**src/hdl/bam_pkg.sv**
```systemverilog
/*
 * bam_pkg: shared constants for the break and monitor-entry block.
 * Assumes a 50 MHz system clock and an 8-bit register port.
 */
package bam_pkg;
    // register offsets
    localparam logic [2:0] ADDR_BRK_STATUS_CONTROL = 3'h0;
    localparam logic [2:0] ADDR_BRK_ADDRESS_HIGH = 3'h1;
    localparam logic [2:0] ADDR_BRK_ADDRESS_LOW = 3'h2;
    localparam logic [2:0] ADDR_BRK_AUXILIARY = 3'h3;
    localparam logic [2:0] ADDR_BRK_STATUS = 3'h4;
    localparam logic [2:0] ADDR_BRK_FLAG_CONTROL = 3'h5;
    localparam logic [2:0] ADDR_MON_STATUS = 3'h6;
    // field positions
    localparam int BIT_BREAK_ENABLE = 7;
    localparam int BIT_BREAK_ACTIVE = 6;
    localparam int BIT_WATCHDOG_DISABLE = 0;
    localparam int BIT_WAIT_EXIT = 1;
    localparam int BIT_CLEAR_FLAG_ENABLE = 7;
    localparam logic [7:0] RESET_BYTE = 8'h00;
    localparam logic [7:0] ERASED_BYTE = 8'hFF;
    // vectors
    localparam logic [15:0] VEC_BREAK_USER = 16'hFFFC;
    localparam logic [15:0] VEC_BREAK_MON = 16'hFEFC;
    localparam logic [15:0] TRIM_ADDRESS = 16'hFFC0;
    localparam logic [7:0] SWI_OPCODE = 8'h83;
    // link bit period in bus clocks
    localparam logic [8:0] BIT_CLOCKS_EXT = 9'h100;
    localparam logic [8:0] BIT_CLOCKS_INT = 9'h14F;
    typedef enum logic [1:0] {
        MODE_USER = 2'b00,
        MODE_NORMAL_MON = 2'b01,
        MODE_FORCED_MON = 2'b11
    } bam_mode_t;
endpackage : bam_pkg

```
**src/hdl/bam_baud_if.sv**
```systemverilog
/*
 * bam_baud_if: carries the bit-period setting to the baud divider.
 * Assumes both ends share the system clock.
 */
`timescale 1ns/100ps
`default_nettype none
interface bam_baud_if;
    logic run;
    logic int_osc;
    logic tick;
    modport ctrl (output run, output int_osc, input tick);
    modport div (input run, input int_osc, output tick);
endinterface : bam_baud_if
`default_nettype wire

```
**src/hdl/bam_baud_div.sv**
```systemverilog
/*
 * bam_baud_div: one-cycle tick per monitor link bit period.
 * Assumes the bus clock drives the counter.
 */
`timescale 1ns/100ps
`default_nettype none
module bam_baud_div (
    input wire logic i_clk,
    input wire logic i_arst_n,
    bam_baud_if.div bif
);
    logic [8:0] cnt_q;
    wire [8:0] period = bif.int_osc ? bam_pkg::BIT_CLOCKS_INT : bam_pkg::BIT_CLOCKS_EXT;
    wire last = (cnt_q == period - 9'h001);
    assign bif.tick = bif.run & last;
    always_ff @(posedge i_clk or negedge i_arst_n) begin
        if (!i_arst_n) begin
            cnt_q <= 9'h000;
        end else if (!bif.run || last) begin
            cnt_q <= 9'h000;
        end else begin
            cnt_q <= cnt_q + 9'h001;
        end
    end
endmodule : bam_baud_div
`default_nettype wire

```
**src/hdl/bam_top.sv**
```systemverilog
/*
 * bam_top: breakpoint unit and monitor-entry decoder.
 * Assumes synchronous inputs, an 8-bit register port with read data one
 * cycle after the read strobe, and a CPU that honours the break request.
 */
`timescale 1ns/100ps
`default_nettype none
// Notes on behaviour
// - in break, status flags clear only when clear-flag enable is set
// - timer counter halts while a break is in progress
// - watchdog-disable bit suppresses watchdog in any break, user or monitor mode; reset clears it
// - break enable at bit 7 gates 16-bit compare; write 0 or reset clears
// - match sets break active; writing 1 raises break; software writes 0
// - two address bytes hold compare address, reset to zero
// - wait-exit flag is 1 when a break ended wait mode
// - unit stays enabled in wait and stop, but no match break there
// - blank reset vector allows monitor entry without test voltage
// - programmed vector: normal monitor needs test voltage, link high, pins 1/0
// - forced monitor, interrupt pin high: external 9.8304 MHz clock
// - forced monitor, interrupt pin low: internal oscillator with trim at FFC0
// - no internal-oscillator entry when the reset vector is programmed
// - link bit period is 256 or 335 bus clocks
// - link pin is open-drain, wired-OR, board pull-up
// - programmed vector and no monitor condition: user mode, watchdog on
// - break forces swi opcode and selects user or monitor break vector
// - mode captured at rising edge of internal reset, then frozen
module bam_top (
    input wire logic I_CLK_SYS,
    input wire logic I_ARST_N,
    input wire logic [2:0] I_REG_ADDR,
    input wire logic [7:0] I_REG_WDATA,
    input wire logic I_REG_WR,
    input wire logic I_REG_RD,
    output logic [7:0] O_REG_RDATA,
    input wire logic [15:0] I_CPU_ADDR,
    input wire logic I_CPU_FETCH,
    input wire logic I_WAIT_MODE,
    input wire logic I_STOP_MODE,
    input wire logic I_BREAK_RETURN,
    input wire logic I_INT_RESET_N,
    input wire logic I_VECTOR_HIGH_ERASED,
    input wire logic I_VECTOR_LOW_ERASED,
    input wire logic I_TEST_HIGH_VOLTAGE,
    input wire logic I_IRQ_LEVEL,
    input wire logic I_MODE_PIN_ONE,
    input wire logic I_MODE_PIN_FOUR,
    input wire logic [7:0] I_OSCILLATOR_TRIM_VALUE,
    input wire logic I_SERIAL_LINK_PIN_IN,
    input wire logic I_LINK_TX,
    input wire logic I_FLAG_CLEAR_REQ,
    output logic O_SERIAL_LINK_PIN_OUT,
    output logic O_SERIAL_LINK_PIN_OE,
    output logic O_BREAKPOINT_SIGNAL,
    output logic O_FORCE_SWI,
    output logic [7:0] O_SWI_OPCODE,
    output logic [15:0] O_BREAK_VECTOR,
    output logic O_IN_BREAK,
    output logic O_TIMER_HALT,
    output logic O_WATCHDOG_ENABLE,
    output logic O_FLAG_CLEAR_ALLOW,
    output logic [1:0] O_MONITOR_MODE,
    output logic O_USE_INT_OSC,
    output logic [7:0] O_TRIM,
    output logic [15:0] O_TRIM_ADDRESS,
    output logic O_LINK_BIT_TICK
);
    ////////////////////////////////////////////////////////////////////////
    // registers
    logic break_enable_q;
    logic break_active_q;
    logic [7:0] break_address_high_q;
    logic [7:0] break_address_low_q;
    logic break_watchdog_disable_q;
    logic wait_exit_by_break_q;
    logic break_clear_flag_enable_q;
    logic in_break_q;
    logic match_q;
    logic [7:0] rdata_q;
    logic [1:0] mode_q;
    logic use_int_osc_q;
    logic reset_seen_q;
    logic prev_int_reset_q;
    logic [7:0] trim_q;

    ////////////////////////////////////////////////////////////////////////
    // address decode
    wire wr_scr = I_REG_WR && (I_REG_ADDR == bam_pkg::ADDR_BRK_STATUS_CONTROL);
    wire wr_bh = I_REG_WR && (I_REG_ADDR == bam_pkg::ADDR_BRK_ADDRESS_HIGH);
    wire wr_bl = I_REG_WR && (I_REG_ADDR == bam_pkg::ADDR_BRK_ADDRESS_LOW);
    wire wr_aux = I_REG_WR && (I_REG_ADDR == bam_pkg::ADDR_BRK_AUXILIARY);
    wire wr_bsr = I_REG_WR && (I_REG_ADDR == bam_pkg::ADDR_BRK_STATUS);
    wire wr_fcr = I_REG_WR && (I_REG_ADDR == bam_pkg::ADDR_BRK_FLAG_CONTROL);
    wire [15:0] break_address = {break_address_high_q, break_address_low_q};
    // address bus stalls in low-power modes, so a match there is ignored
    wire low_power = I_WAIT_MODE | I_STOP_MODE;
    wire addr_hit = break_enable_q && I_CPU_FETCH && !low_power
        && (I_CPU_ADDR == break_address);
    // only the first cycle of a match counts, a parked bus must not retrigger
    wire match_evt = addr_hit && !match_q;
    wire sw_break = wr_scr && I_REG_WDATA[bam_pkg::BIT_BREAK_ACTIVE];
    wire break_req = match_evt || sw_break;
    wire is_monitor = (mode_q != bam_pkg::MODE_USER);

    ////////////////////////////////////////////////////////////////////////
    // break state
    always_ff @(posedge I_CLK_SYS or negedge I_ARST_N) begin
        if (!I_ARST_N) begin
            break_enable_q <= 1'b0;
            break_active_q <= 1'b0;
            break_address_high_q <= bam_pkg::RESET_BYTE;
            break_address_low_q <= bam_pkg::RESET_BYTE;
            break_watchdog_disable_q <= 1'b0;
            break_clear_flag_enable_q <= 1'b0;
            match_q <= 1'b0;
            in_break_q <= 1'b0;
        end else begin
            match_q <= addr_hit;
            if (wr_scr) begin
                break_enable_q <= I_REG_WDATA[bam_pkg::BIT_BREAK_ENABLE];
            end
            // a match in the clearing cycle still wins
            if (break_req) begin
                break_active_q <= 1'b1;
            end else if (wr_scr) begin
                break_active_q <= I_REG_WDATA[bam_pkg::BIT_BREAK_ACTIVE];
            end
            if (wr_bh) begin
                break_address_high_q <= I_REG_WDATA;
            end
            if (wr_bl) begin
                break_address_low_q <= I_REG_WDATA;
            end
            if (wr_aux) begin
                break_watchdog_disable_q <= I_REG_WDATA[bam_pkg::BIT_WATCHDOG_DISABLE];
            end
            if (wr_fcr) begin
                break_clear_flag_enable_q <= I_REG_WDATA[bam_pkg::BIT_CLEAR_FLAG_ENABLE];
            end
            // break lasts until the return from the break routine
            if (break_req) begin
                in_break_q <= 1'b1;
            end else if (I_BREAK_RETURN) begin
                in_break_q <= 1'b0;
            end
        end
    end

    // wait-exit flag: set when a break arrives in wait mode, software clears
    always_ff @(posedge I_CLK_SYS or negedge I_ARST_N) begin
        if (!I_ARST_N) begin
            wait_exit_by_break_q <= 1'b0;
        end else if (sw_break && I_WAIT_MODE) begin
            wait_exit_by_break_q <= 1'b1;
        end else if (wr_bsr && !I_REG_WDATA[bam_pkg::BIT_WAIT_EXIT]) begin
            wait_exit_by_break_q <= 1'b0;
        end
    end

    ////////////////////////////////////////////////////////////////////////
    // read port
    wire [7:0] rd_scr = {break_enable_q, break_active_q, 6'h00};
    wire [7:0] rd_aux = {7'h00, break_watchdog_disable_q};
    wire [7:0] rd_bsr = {6'h00, wait_exit_by_break_q, 1'b0};
    wire [7:0] rd_fcr = {break_clear_flag_enable_q, 7'h00};
    wire [7:0] rd_mon = {4'h0, in_break_q, use_int_osc_q, mode_q};
    logic [7:0] rd_mux;
    assign rd_mux = (I_REG_ADDR == bam_pkg::ADDR_BRK_STATUS_CONTROL) ? rd_scr :
        (I_REG_ADDR == bam_pkg::ADDR_BRK_ADDRESS_HIGH) ? break_address_high_q :
        (I_REG_ADDR == bam_pkg::ADDR_BRK_ADDRESS_LOW) ? break_address_low_q :
        (I_REG_ADDR == bam_pkg::ADDR_BRK_AUXILIARY) ? rd_aux :
        (I_REG_ADDR == bam_pkg::ADDR_BRK_STATUS) ? rd_bsr :
        (I_REG_ADDR == bam_pkg::ADDR_BRK_FLAG_CONTROL) ? rd_fcr :
        (I_REG_ADDR == bam_pkg::ADDR_MON_STATUS) ? rd_mon : 8'h00;
    always_ff @(posedge I_CLK_SYS or negedge I_ARST_N) begin
        if (!I_ARST_N) begin
            rdata_q <= 8'h00;
        end else begin
            rdata_q <= I_REG_RD ? rd_mux : 8'h00;
        end
    end

    ////////////////////////////////////////////////////////////////////////
    // monitor-mode entry
    wire vector_blank = I_VECTOR_HIGH_ERASED & I_VECTOR_LOW_ERASED;
    wire normal_cond = I_TEST_HIGH_VOLTAGE && I_SERIAL_LINK_PIN_IN
        && I_MODE_PIN_ONE && !I_MODE_PIN_FOUR;
    logic [1:0] mode_d;
    assign mode_d = normal_cond ? bam_pkg::MODE_NORMAL_MON :
        vector_blank ? bam_pkg::MODE_FORCED_MON :
        bam_pkg::MODE_USER;
    // internal oscillator only for blank vector with interrupt pin low
    wire int_osc_d = !normal_cond && vector_blank && !I_IRQ_LEVEL;
    wire reset_rise = I_INT_RESET_N && !prev_int_reset_q;
    always_ff @(posedge I_CLK_SYS or negedge I_ARST_N) begin
        if (!I_ARST_N) begin
            prev_int_reset_q <= 1'b0;
            reset_seen_q <= 1'b0;
            mode_q <= bam_pkg::MODE_USER;
            use_int_osc_q <= 1'b0;
            trim_q <= bam_pkg::RESET_BYTE;
        end else begin
            prev_int_reset_q <= I_INT_RESET_N;
            // latched once per power-on, pins are free afterwards
            if (reset_rise && !reset_seen_q) begin
                reset_seen_q <= 1'b1;
                mode_q <= mode_d;
                use_int_osc_q <= int_osc_d;
                trim_q <= (I_OSCILLATOR_TRIM_VALUE != bam_pkg::ERASED_BYTE)
                    ? I_OSCILLATOR_TRIM_VALUE : bam_pkg::RESET_BYTE;
            end
        end
    end

    ////////////////////////////////////////////////////////////////////////
    // link timing
    bam_baud_if bif ();
    assign bif.run = is_monitor;
    assign bif.int_osc = use_int_osc_q;
    bam_baud_div u_baud (
        .i_clk(I_CLK_SYS),
        .i_arst_n(I_ARST_N),
        .bif(bif)
    );

    ////////////////////////////////////////////////////////////////////////
    // outputs
    assign O_REG_RDATA = rdata_q;
    assign O_BREAKPOINT_SIGNAL = break_req;
    assign O_FORCE_SWI = break_req;
    assign O_SWI_OPCODE = bam_pkg::SWI_OPCODE;
    assign O_BREAK_VECTOR = is_monitor ? bam_pkg::VEC_BREAK_MON
        : bam_pkg::VEC_BREAK_USER;
    assign O_IN_BREAK = in_break_q;
    assign O_TIMER_HALT = in_break_q;
    // watchdog off in any monitor mode, and in any break when asked
    assign O_WATCHDOG_ENABLE = !is_monitor
        && !(in_break_q && break_watchdog_disable_q);
    assign O_FLAG_CLEAR_ALLOW = I_FLAG_CLEAR_REQ
        && (!in_break_q || break_clear_flag_enable_q);
    assign O_MONITOR_MODE = mode_q;
    assign O_USE_INT_OSC = use_int_osc_q;
    assign O_TRIM = trim_q;
    assign O_TRIM_ADDRESS = bam_pkg::TRIM_ADDRESS;
    assign O_LINK_BIT_TICK = bif.tick;
    // open drain: only ever pull low, pull-up is on the board
    assign O_SERIAL_LINK_PIN_OUT = 1'b0;
    assign O_SERIAL_LINK_PIN_OE = is_monitor && !I_LINK_TX;
endmodule : bam_top
`default_nettype wire

```
**config.mk**
```make
export PLATFORM = sky130hd
export DESIGN_NAME = bam_top
export DESIGN_NICKNAME = d
export VERILOG_FILES = /design/src/hdl/bam_pkg.sv /design/src/hdl/bam_baud_if.sv /design/src/hdl/bam_baud_div.sv /design/src/hdl/bam_top.sv
export SDC_FILE = /design/constraint.sdc
export NUM_CORES = 1
export LEC_CHECK = 0
export BUFFER_PORTS_ARGS = -buffer_cell sky130_fd_sc_hd__buf_2
export CORE_MARGIN = 2
export CORE_UTILIZATION = 41
export CTS_CLUSTER_SIZE = 28
export DETAILED_ROUTE_END_ITERATION = 10
export GPL_TIMING_DRIVEN = 0
export HOLD_SLACK_MARGIN = 0.15
export PLACE_DENSITY_LB_ADDON = 0.05
export SLEW_MARGIN = 0
export SYNTH_ARGS = -nofsm -noshare
export SYNTH_HDL_FRONTEND = slang
export SYNTH_SLANG_ARGS = --single-unit
```
**constraint.sdc**
```tcl
create_clock -name I_CLK_SYS -period 4.6 [get_ports I_CLK_SYS]
set_input_delay 1.38 -clock I_CLK_SYS [delete_from_list [all_inputs] [get_ports I_CLK_SYS]]
set_output_delay 1.38 -clock I_CLK_SYS [all_outputs]
set_load 0.02 [all_outputs]
```
==> results by group, run 1 <==
Pwr
  • Leakage power: about 0.0018 uW
  • Sw frac: 0.333
  • Max VDD drop: ~0.00014 V
  • Sw power: 398 uW
  • Pwr Total: around 1200 uW
  • Sequential power share: 0.506
  • P_int: roughly 800 uW
  • Clk network pwr share: 0.226
  • Pwr/cell area: roughly 340 nW/um^2
  • Combinational share of power: 0.268

STA
  • RSZ-0062 raised after global routing: no
  • Relative slew slack: 0.224
  • Fmax: 248 MHz
  • Post-layout min period: around 4.0 ns
  • Max Transition Viols Final: 0
  • Final Hold Fails: 0
  • Final Cycle Share: 0.878
  • Skew final: approximately 0.0081 ns
  • Worst Tran Pin Value: around 1.2 ns
  • Count of final setup violators: 0
  • Total Neg Setup Slack: 0 ns
  • Fin worst setup slack: 0.561 ns

Clocking
  • Clk buf depth: 2
  • Clk root buf: clkbuf_8
  • Clock tree sinks: 53
  • Clock Latency Late Sink: slightly above 0.3 ns
  • Post-CTS setup buffers: 0
  • Post-CTS sizing: 0
  • CTS Hold Bufs: 0
  • Total CTS buffers: 5
  • H-tree levels: 2
  • Register clock-pin slew on the reported worst setup and hold paths: 0.10 ns
  • CTS tree: done

Logic synthesis
  • Asr flop ratio synth: 1.00
  • Synth area leaders: dfrtp_1, buf_4, mux2_2
  • Ys flop type: dfrtp_1
  • EDFF count, synth: 0
  • Cell type with the largest total area after synthesis: dfrtp_1
  • Synth Instances: between 200 and 300
  • Post-Syn Area: approximately 2800 um^2
  • Synth warn: 0
  • Share of the synthesized area in the top cell type: 0.471
  • Distinct cells, synth: 39
  • Register area share after synthesis: 0.471
  • Avg Inst Size Synth: 10.4 um^2
  • Cell with the most instances after synthesis: dfrtp_1
  • Top post-synthesis cells by count: dfrtp_1, buf_4, nor2_1, xnor2_1, mux2_2
  • Yosys reg bits: 53

Drt
  • WL per Instance: 12.8 um
  • WL final: 6.09 mm
  • DRT antenna net count: 0
  • Starting DRC count in detailed routing: 111
  • DRT Pass-1 Iters: 6
  • Remaining DRCs: 0
  • Vias/cell: approximately 4.5
  • DR vias: about 2100

Setup path
  • CP cell instances: buf_2 -> xnor2_1 -> nand4_1 -> nor4_2 -> a21oi_1 -> inv_1 -> buf_4 -> buf_2
  • Reg2reg path depth: 5
  • Worst path max stage delay: about 0.35 ns
  • CP bufs+invs: 4
  • CP top delay family: simple AND/OR/NAND/NOR gates
  • CP most frequent cell: buf_2
  • Arr. time, crit path: about 2.7 ns
  • CP max FO: 3
  • Worst Path Class, Setup: in -> out
  • Worst path slowest cell: nor4_2
  • Startpoint types: input pin
  • WP data required: about 3.2 ns
  • Crit path depth: 8
  • Critical Path End Type: output pin

Placed design
  • Routability cong.: approximately 0.86
  • Port Buffers: about 80
  • Hpwl dp: between 4 and 5 mm
  • Place WS: ~0.53 ns

Final layout
  • Final net count: 449
  • FILL cells: about 670
  • Synth-to-layout area growth: 25.7%
  • # diodes: 0
  • Layout cells sized above 1: 0.394

Global routing
  • First-pass GRT wire length: 9.52 mm
  • Total grt overflow: 0
  • Overall routing resource usage: 0.165
  • Initial antenna violation count: 0
  • Largest net degree at the start of global routing: 54
  • Via count of the first global-routing pass: around 2000

Floorplan
  • FP Rows: 30
  • IO Count: about 120
  • Die Height: about 87 um
  • Die area: approximately 7600 um^2
  • Core Region: between 6000 and 7000 um^2
  • Initial Util: 0.419
  • Die Wd: 86.9 um

Min path
  • Hold crit path type: reg -> reg
  • Worst Hold Depth: 1

Status
  • Status: finished clean

Run
  • Max-Cap Viols: 0
[logic make-up after synthesis]
logic type	synth area share
adders and majority gates	0.00444
and+or+nand+nor	0.151
AOI/OAI and AO/OA	0.0799
DFF	0.471
buffers and inverters	0.130
other	0.00267
muxes	0.0901
xor gates and xnor gates	0.0715
[cells in the final DEF, fill, tap and decap left out, types with 2 or more instances in the layout]
master    count
buf_2        82
dfrtp_1      53
buf_4        42
conb_1       40
nor2_1       28
xnor2_1      19
mux2_2       18
nand2_1      14
nand3_1      10
a21oi_1       8
a22o_1        8
nor2b_1       7
o21ai_0       7
inv_1         6
nand4_1       6
clkbuf_8      5
and3_1        4
xor2_1        4
mux2i_1       4
nand2b_1      3
a22oi_1       3
nand3b_1      3
nor2_4        2
[power by group through the flow]
stage | Combinational (uW) | Sequential [uW] | Clock (uW)
after floorplan | 208 | 623 | 0
after global placement | 319 | 613 | 0
after detailed placement | 322 | 616 | 0
after CTS | 324 | 606 | 282
after global routing | 355 | 615 | 301
final | 321 | 605 | 270
[final cells by class]
| cell class | count | area [um^2] | share of cell area |
|---|---|---|---|
| inverters | 7 | 26.3 | 0.00742 |
| repair buffers | 78 | 390 | 0.110 |
| clock buffers | 5 | 68.8 | 0.0194 |
| well taps | 80 | 100 | 0.0283 |
| flip-flops and latches | 53 | 1330 | 0.375 |
| multi-input cells | 203 | 1270 | 0.358 |
| clock inverters | 3 | 21.3 | 0.00601 |
| plain buffers | 47 | 339 | 0.0958 |
[flip-flops by register name, summed over array words and instances (netlist names)]
signal,flops
O_IN_BREAK,1
O_MONITOR_MODE,2
O_REG_RDATA,8
O_TRIM,8
O_USE_INT_OSC,1
break_active_q,1
break_address_high_q,8
break_address_low_q,8
break_clear_flag_enable_q,1
break_enable_q,1
break_watchdog_disable_q,1
match_q,1
prev_int_reset_q,1
reset_seen_q,1
u_baud.cnt_q,9
wait_exit_by_break_q,1
[stage by stage]
stage          cell area (um^2)  std cells  hold slack [ns]   util
2_1_floorplan              2960        310            0.419      -
3_3_place_gp               3450        468            0.428  0.514
3_5_place_dp               3450        468            0.436  0.514
4_1_cts                    3540        476            0.461  0.527
5_1_grt                    3540        476            0.480  0.527
6_report                   3540        476            0.459  0.527
[worst register-to-register path, cell delays in order, from the launching register on]
cell	delay, ns
dfrtp_1	0.42
xnor2_1	0.19
nand4_1	0.16
nor4_2	0.35
a21oi_1	0.17
a21bo_1	0.21
[final timing paths]
path	start	to	slack [ns]
setup reg to reg	break_address_low_q[0]	break_active_q	3.05
hold reg to reg	reset_seen_q	reset_seen_q	0.46
max in group asynchronous	I_ARST_N	break_address_low_q[3]	2.59
setup / recovery	I_CPU_ADDR[0]	O_FORCE_SWI	0.56
hold / removal	reset_seen_q	reset_seen_q	0.46
min in group asynchronous	I_ARST_N	break_address_high_q[6]	1.28
[routing by layer]
metal	wire length (um)	part of all wire	GRT usage
met1	2890	0.47	0.238
met3	383	0.063	0.0341
met5	0	0	0
met2	2740	0.45	0.248
met4	82	0.013	0.0554
(Power assumes the default switching activity.)
==> inputs of run 2 (changes only) <==
==> constraint.sdc (replaced) <==
create_clock -name I_CLK_SYS -period 4.6 [get_ports I_CLK_SYS]
set_input_delay 0.23 -clock I_CLK_SYS [delete_from_list [all_inputs] [get_ports I_CLK_SYS]]
set_output_delay 0.23 -clock I_CLK_SYS [all_outputs]
set_load 0.02 [all_outputs]
==> results by group, run 2 (synthesis gave the netlist of run 1 again) <==
Floorplan
  • Die Wd: 86.9 um (unchanged)
  • Die Height: 86.9 um (unchanged)
  • Core Region: 6720 um^2 (unchanged)
  • Initial Util: 0.419 (unchanged)
  • Die area: 7550 um^2 (unchanged)
  • FP Rows: 30 (unchanged)
  • IO Count: 121 (unchanged)

Final layout
  • FILL cells: 656 (-1.5%)
  • Max reg flops: 9 (unchanged)
  • # diodes: 0 (unchanged)
  • Largest Register: u_baud.cnt_q
  • Final std cells w/o fill: 489 (+2.7%)
  • Synth-to-layout area growth: 30.3%
  • Commonest non-fill, non-tap cell in the layout: buf_2
  • Most frequent cells in the layout: buf_2, dfrtp_1, buf_4
  • Final net count: 462 (+2.9%)
  • Layout cells sized above 1: 0.381 (-0.0125)

Global routing
  • First-pass GRT wire length: 9.70 mm (+2.0%)
  • Initial antenna violation count: 0 (unchanged)
  • Total grt overflow: 0 (unchanged)
  • Largest net degree at the start of global routing: 54 (unchanged)
  • Via count of the first global-routing pass: 1996 (+2.6%)
  • Overall routing resource usage: 0.167 (+0.00241)

Pwr
  • Combinational share of power: 0.273 (+0.005)
  • Sequential power share: 0.502 (-0.004)
  • Sw power: 400 uW (+0.49%)
  • Pwr/cell area: 328 nW/um^2 (-2.8%)
  • P_int: 805 uW (+0.90%)
  • Sw frac: 0.332 (-0.000917)
  • Pwr Total: 1210 uW (+0.76%)
  • Leakage power: 0.00185 uW (+3.0%)
  • Clk network pwr share: 0.225 (about the same)
  • Max VDD drop: 0.000136 V (+0.40%)

STA
  • Skew final: 0.00833 ns (+0.000263 ns)
  • Post-layout min period: 2.21 ns (-1.82 ns)
  • Max Transition Viols Final: 0 (unchanged)
  • RSZ-0062 raised after global routing: no
  • Final Cycle Share: 0.481 (-0.397)
  • Worst Tran Pin Value: 1.14 ns (-0.0193 ns)
  • Count of final setup violators: 0 (unchanged)
  • Relative slew slack: 0.237 (+0.0129)
  • Fmax: 452 MHz (+82%)
  • Total Neg Setup Slack: 0 ns (unchanged)
  • Final Hold Fails: 0 (unchanged)
  • Hold_ws: 0.133 ns (-0.326 ns)
  • Fin worst setup slack: 2.39 ns (+1.82 ns)

Drt
  • Starting DRC count in detailed routing: 124 (+12%)
  • WL per Instance: 12.7 um (-0.92%)
  • DR vias: 2184 (+2.1%)
  • Vias/cell: 4.47 (-0.61%)
  • DRT antenna net count: 0 (unchanged)
  • WL final: 6.20 mm (+1.8%)
  • DRT Pass-1 Iters: 6 (unchanged)
  • Remaining DRCs: 0 (unchanged)

Setup path
  • Arr. time, crit path: 1.98 ns (-0.68 ns)
  • CP cell instances: dlygate4sd3_1 -> buf_2 -> nor2_1 -> nand4_1 -> nor4_2 -> a21oi_1 -> inv_1 -> buf_4 -> buf_2
  • WP data required: 4.37 ns (+1.15 ns)
  • Worst path slowest cell: dlygate4sd3_1
  • Reg2reg path depth: 5 (unchanged)
  • Worst Path Class, Setup: in -> out
  • CP top delay family: buffers and inverters
  • Startpoint types: input pin
  • CP most frequent cell: buf_2
  • Critical Path End Type: output pin
  • CP max FO: 3 (unchanged)
  • Crit path depth: 9 (+1)
  • Worst path max stage delay: 0.53 ns (+0.18 ns)
  • CP bufs+invs: 5 (+1)

Status
  • Status: finished clean

Placed design
  • Hpwl dp: 4.70 mm (unchanged)
  • Port Buffers: 78 (unchanged)
  • Routability cong.: 0.856 (unchanged)
  • Placed cell count: 468 (unchanged)
  • Place WS: 2.75 ns (+2.22 ns)

Clocking
  • Register clock-pin slew on the reported worst setup and hold paths: 0.10 ns (about the same)
  • Clk root buf: clkbuf_8
  • H-tree levels: 2 (unchanged)
  • CTS tree: done
  • Clock Latency Late Sink: 0.31 ns (about the same)
  • Clock tree sinks: 53 (unchanged)
  • Total CTS buffers: 5 (unchanged)
  • Clk buf depth: 2 (unchanged)
  • Post-CTS setup buffers: 0 (unchanged)

Min path
  • Hold crit path type: in -> async

Run
  • Max-Cap Viols: 0 (unchanged)
## run 2: final timing paths
path                                             from  slack, ns                   endpoint
min                                          I_ARST_N       0.13    break_address_high_q[6]
min in group I_CLK_SYS     I_OSCILLATOR_TRIM_VALUE[3]       0.15                  O_TRIM[3]
max                                       I_WAIT_MODE       2.39                O_FORCE_SWI
max reg2reg                    break_address_low_q[0]       3.04             break_active_q
min reg2reg                              reset_seen_q       0.46               reset_seen_q
max in group asynchronous                    I_ARST_N       3.76  break_clear_flag_enable_q
## run 2: per-stage QoR
step,cell area [um^2],util
after detailed placement,3450,0.514
after global placement,3450,0.514
after floorplan,2960,-
final,3670,0.546
after global routing,3670,0.546
after CTS,3660,0.545
## run 2: cell type report
| cell class | instances | area [um^2] | area share |
|---|---|---|---|
| repair buffers | 91 | 520 | 0.142 |
| clock buffers | 5 | 68.8 | 0.0187 |
| multi-input cells | 203 | 1270 | 0.346 |
| inverters | 7 | 26.3 | 0.00716 |
| clock inverters | 3 | 21.3 | 0.00579 |
| flip-flops and latches | 53 | 1330 | 0.361 |
| plain buffers | 47 | 339 | 0.0924 |
| well taps | 80 | 100 | 0.0273 |
## run 2: layer usage
metal  vias to the layer above  global-route usage  share of wire
met4                         0              0.0554          0.013
met1                       993               0.243           0.47
met2                        77               0.251           0.45
met3                         7              0.0351          0.063
li1                       1107                   -              -
met5                         -                   0              0
## run 2: power by group through the flow
stage | clock network, uW | logic, uW | registers [uW]
CTS | 282 | 332 | 606
global placement | 0 | 319 | 613
finish | 271 | 330 | 605
floorplan | 0 | 208 | 623
global route | 301 | 364 | 615
detailed placement | 0 | 322 | 616
## run 2: repair_timing
| action | CTS | global route |
|---|---|---|
| gates resized for setup | 0 | 0 |
| endpoints found under the hold margin | 14 | 1 |
| hold buffers | 12 | 1 |
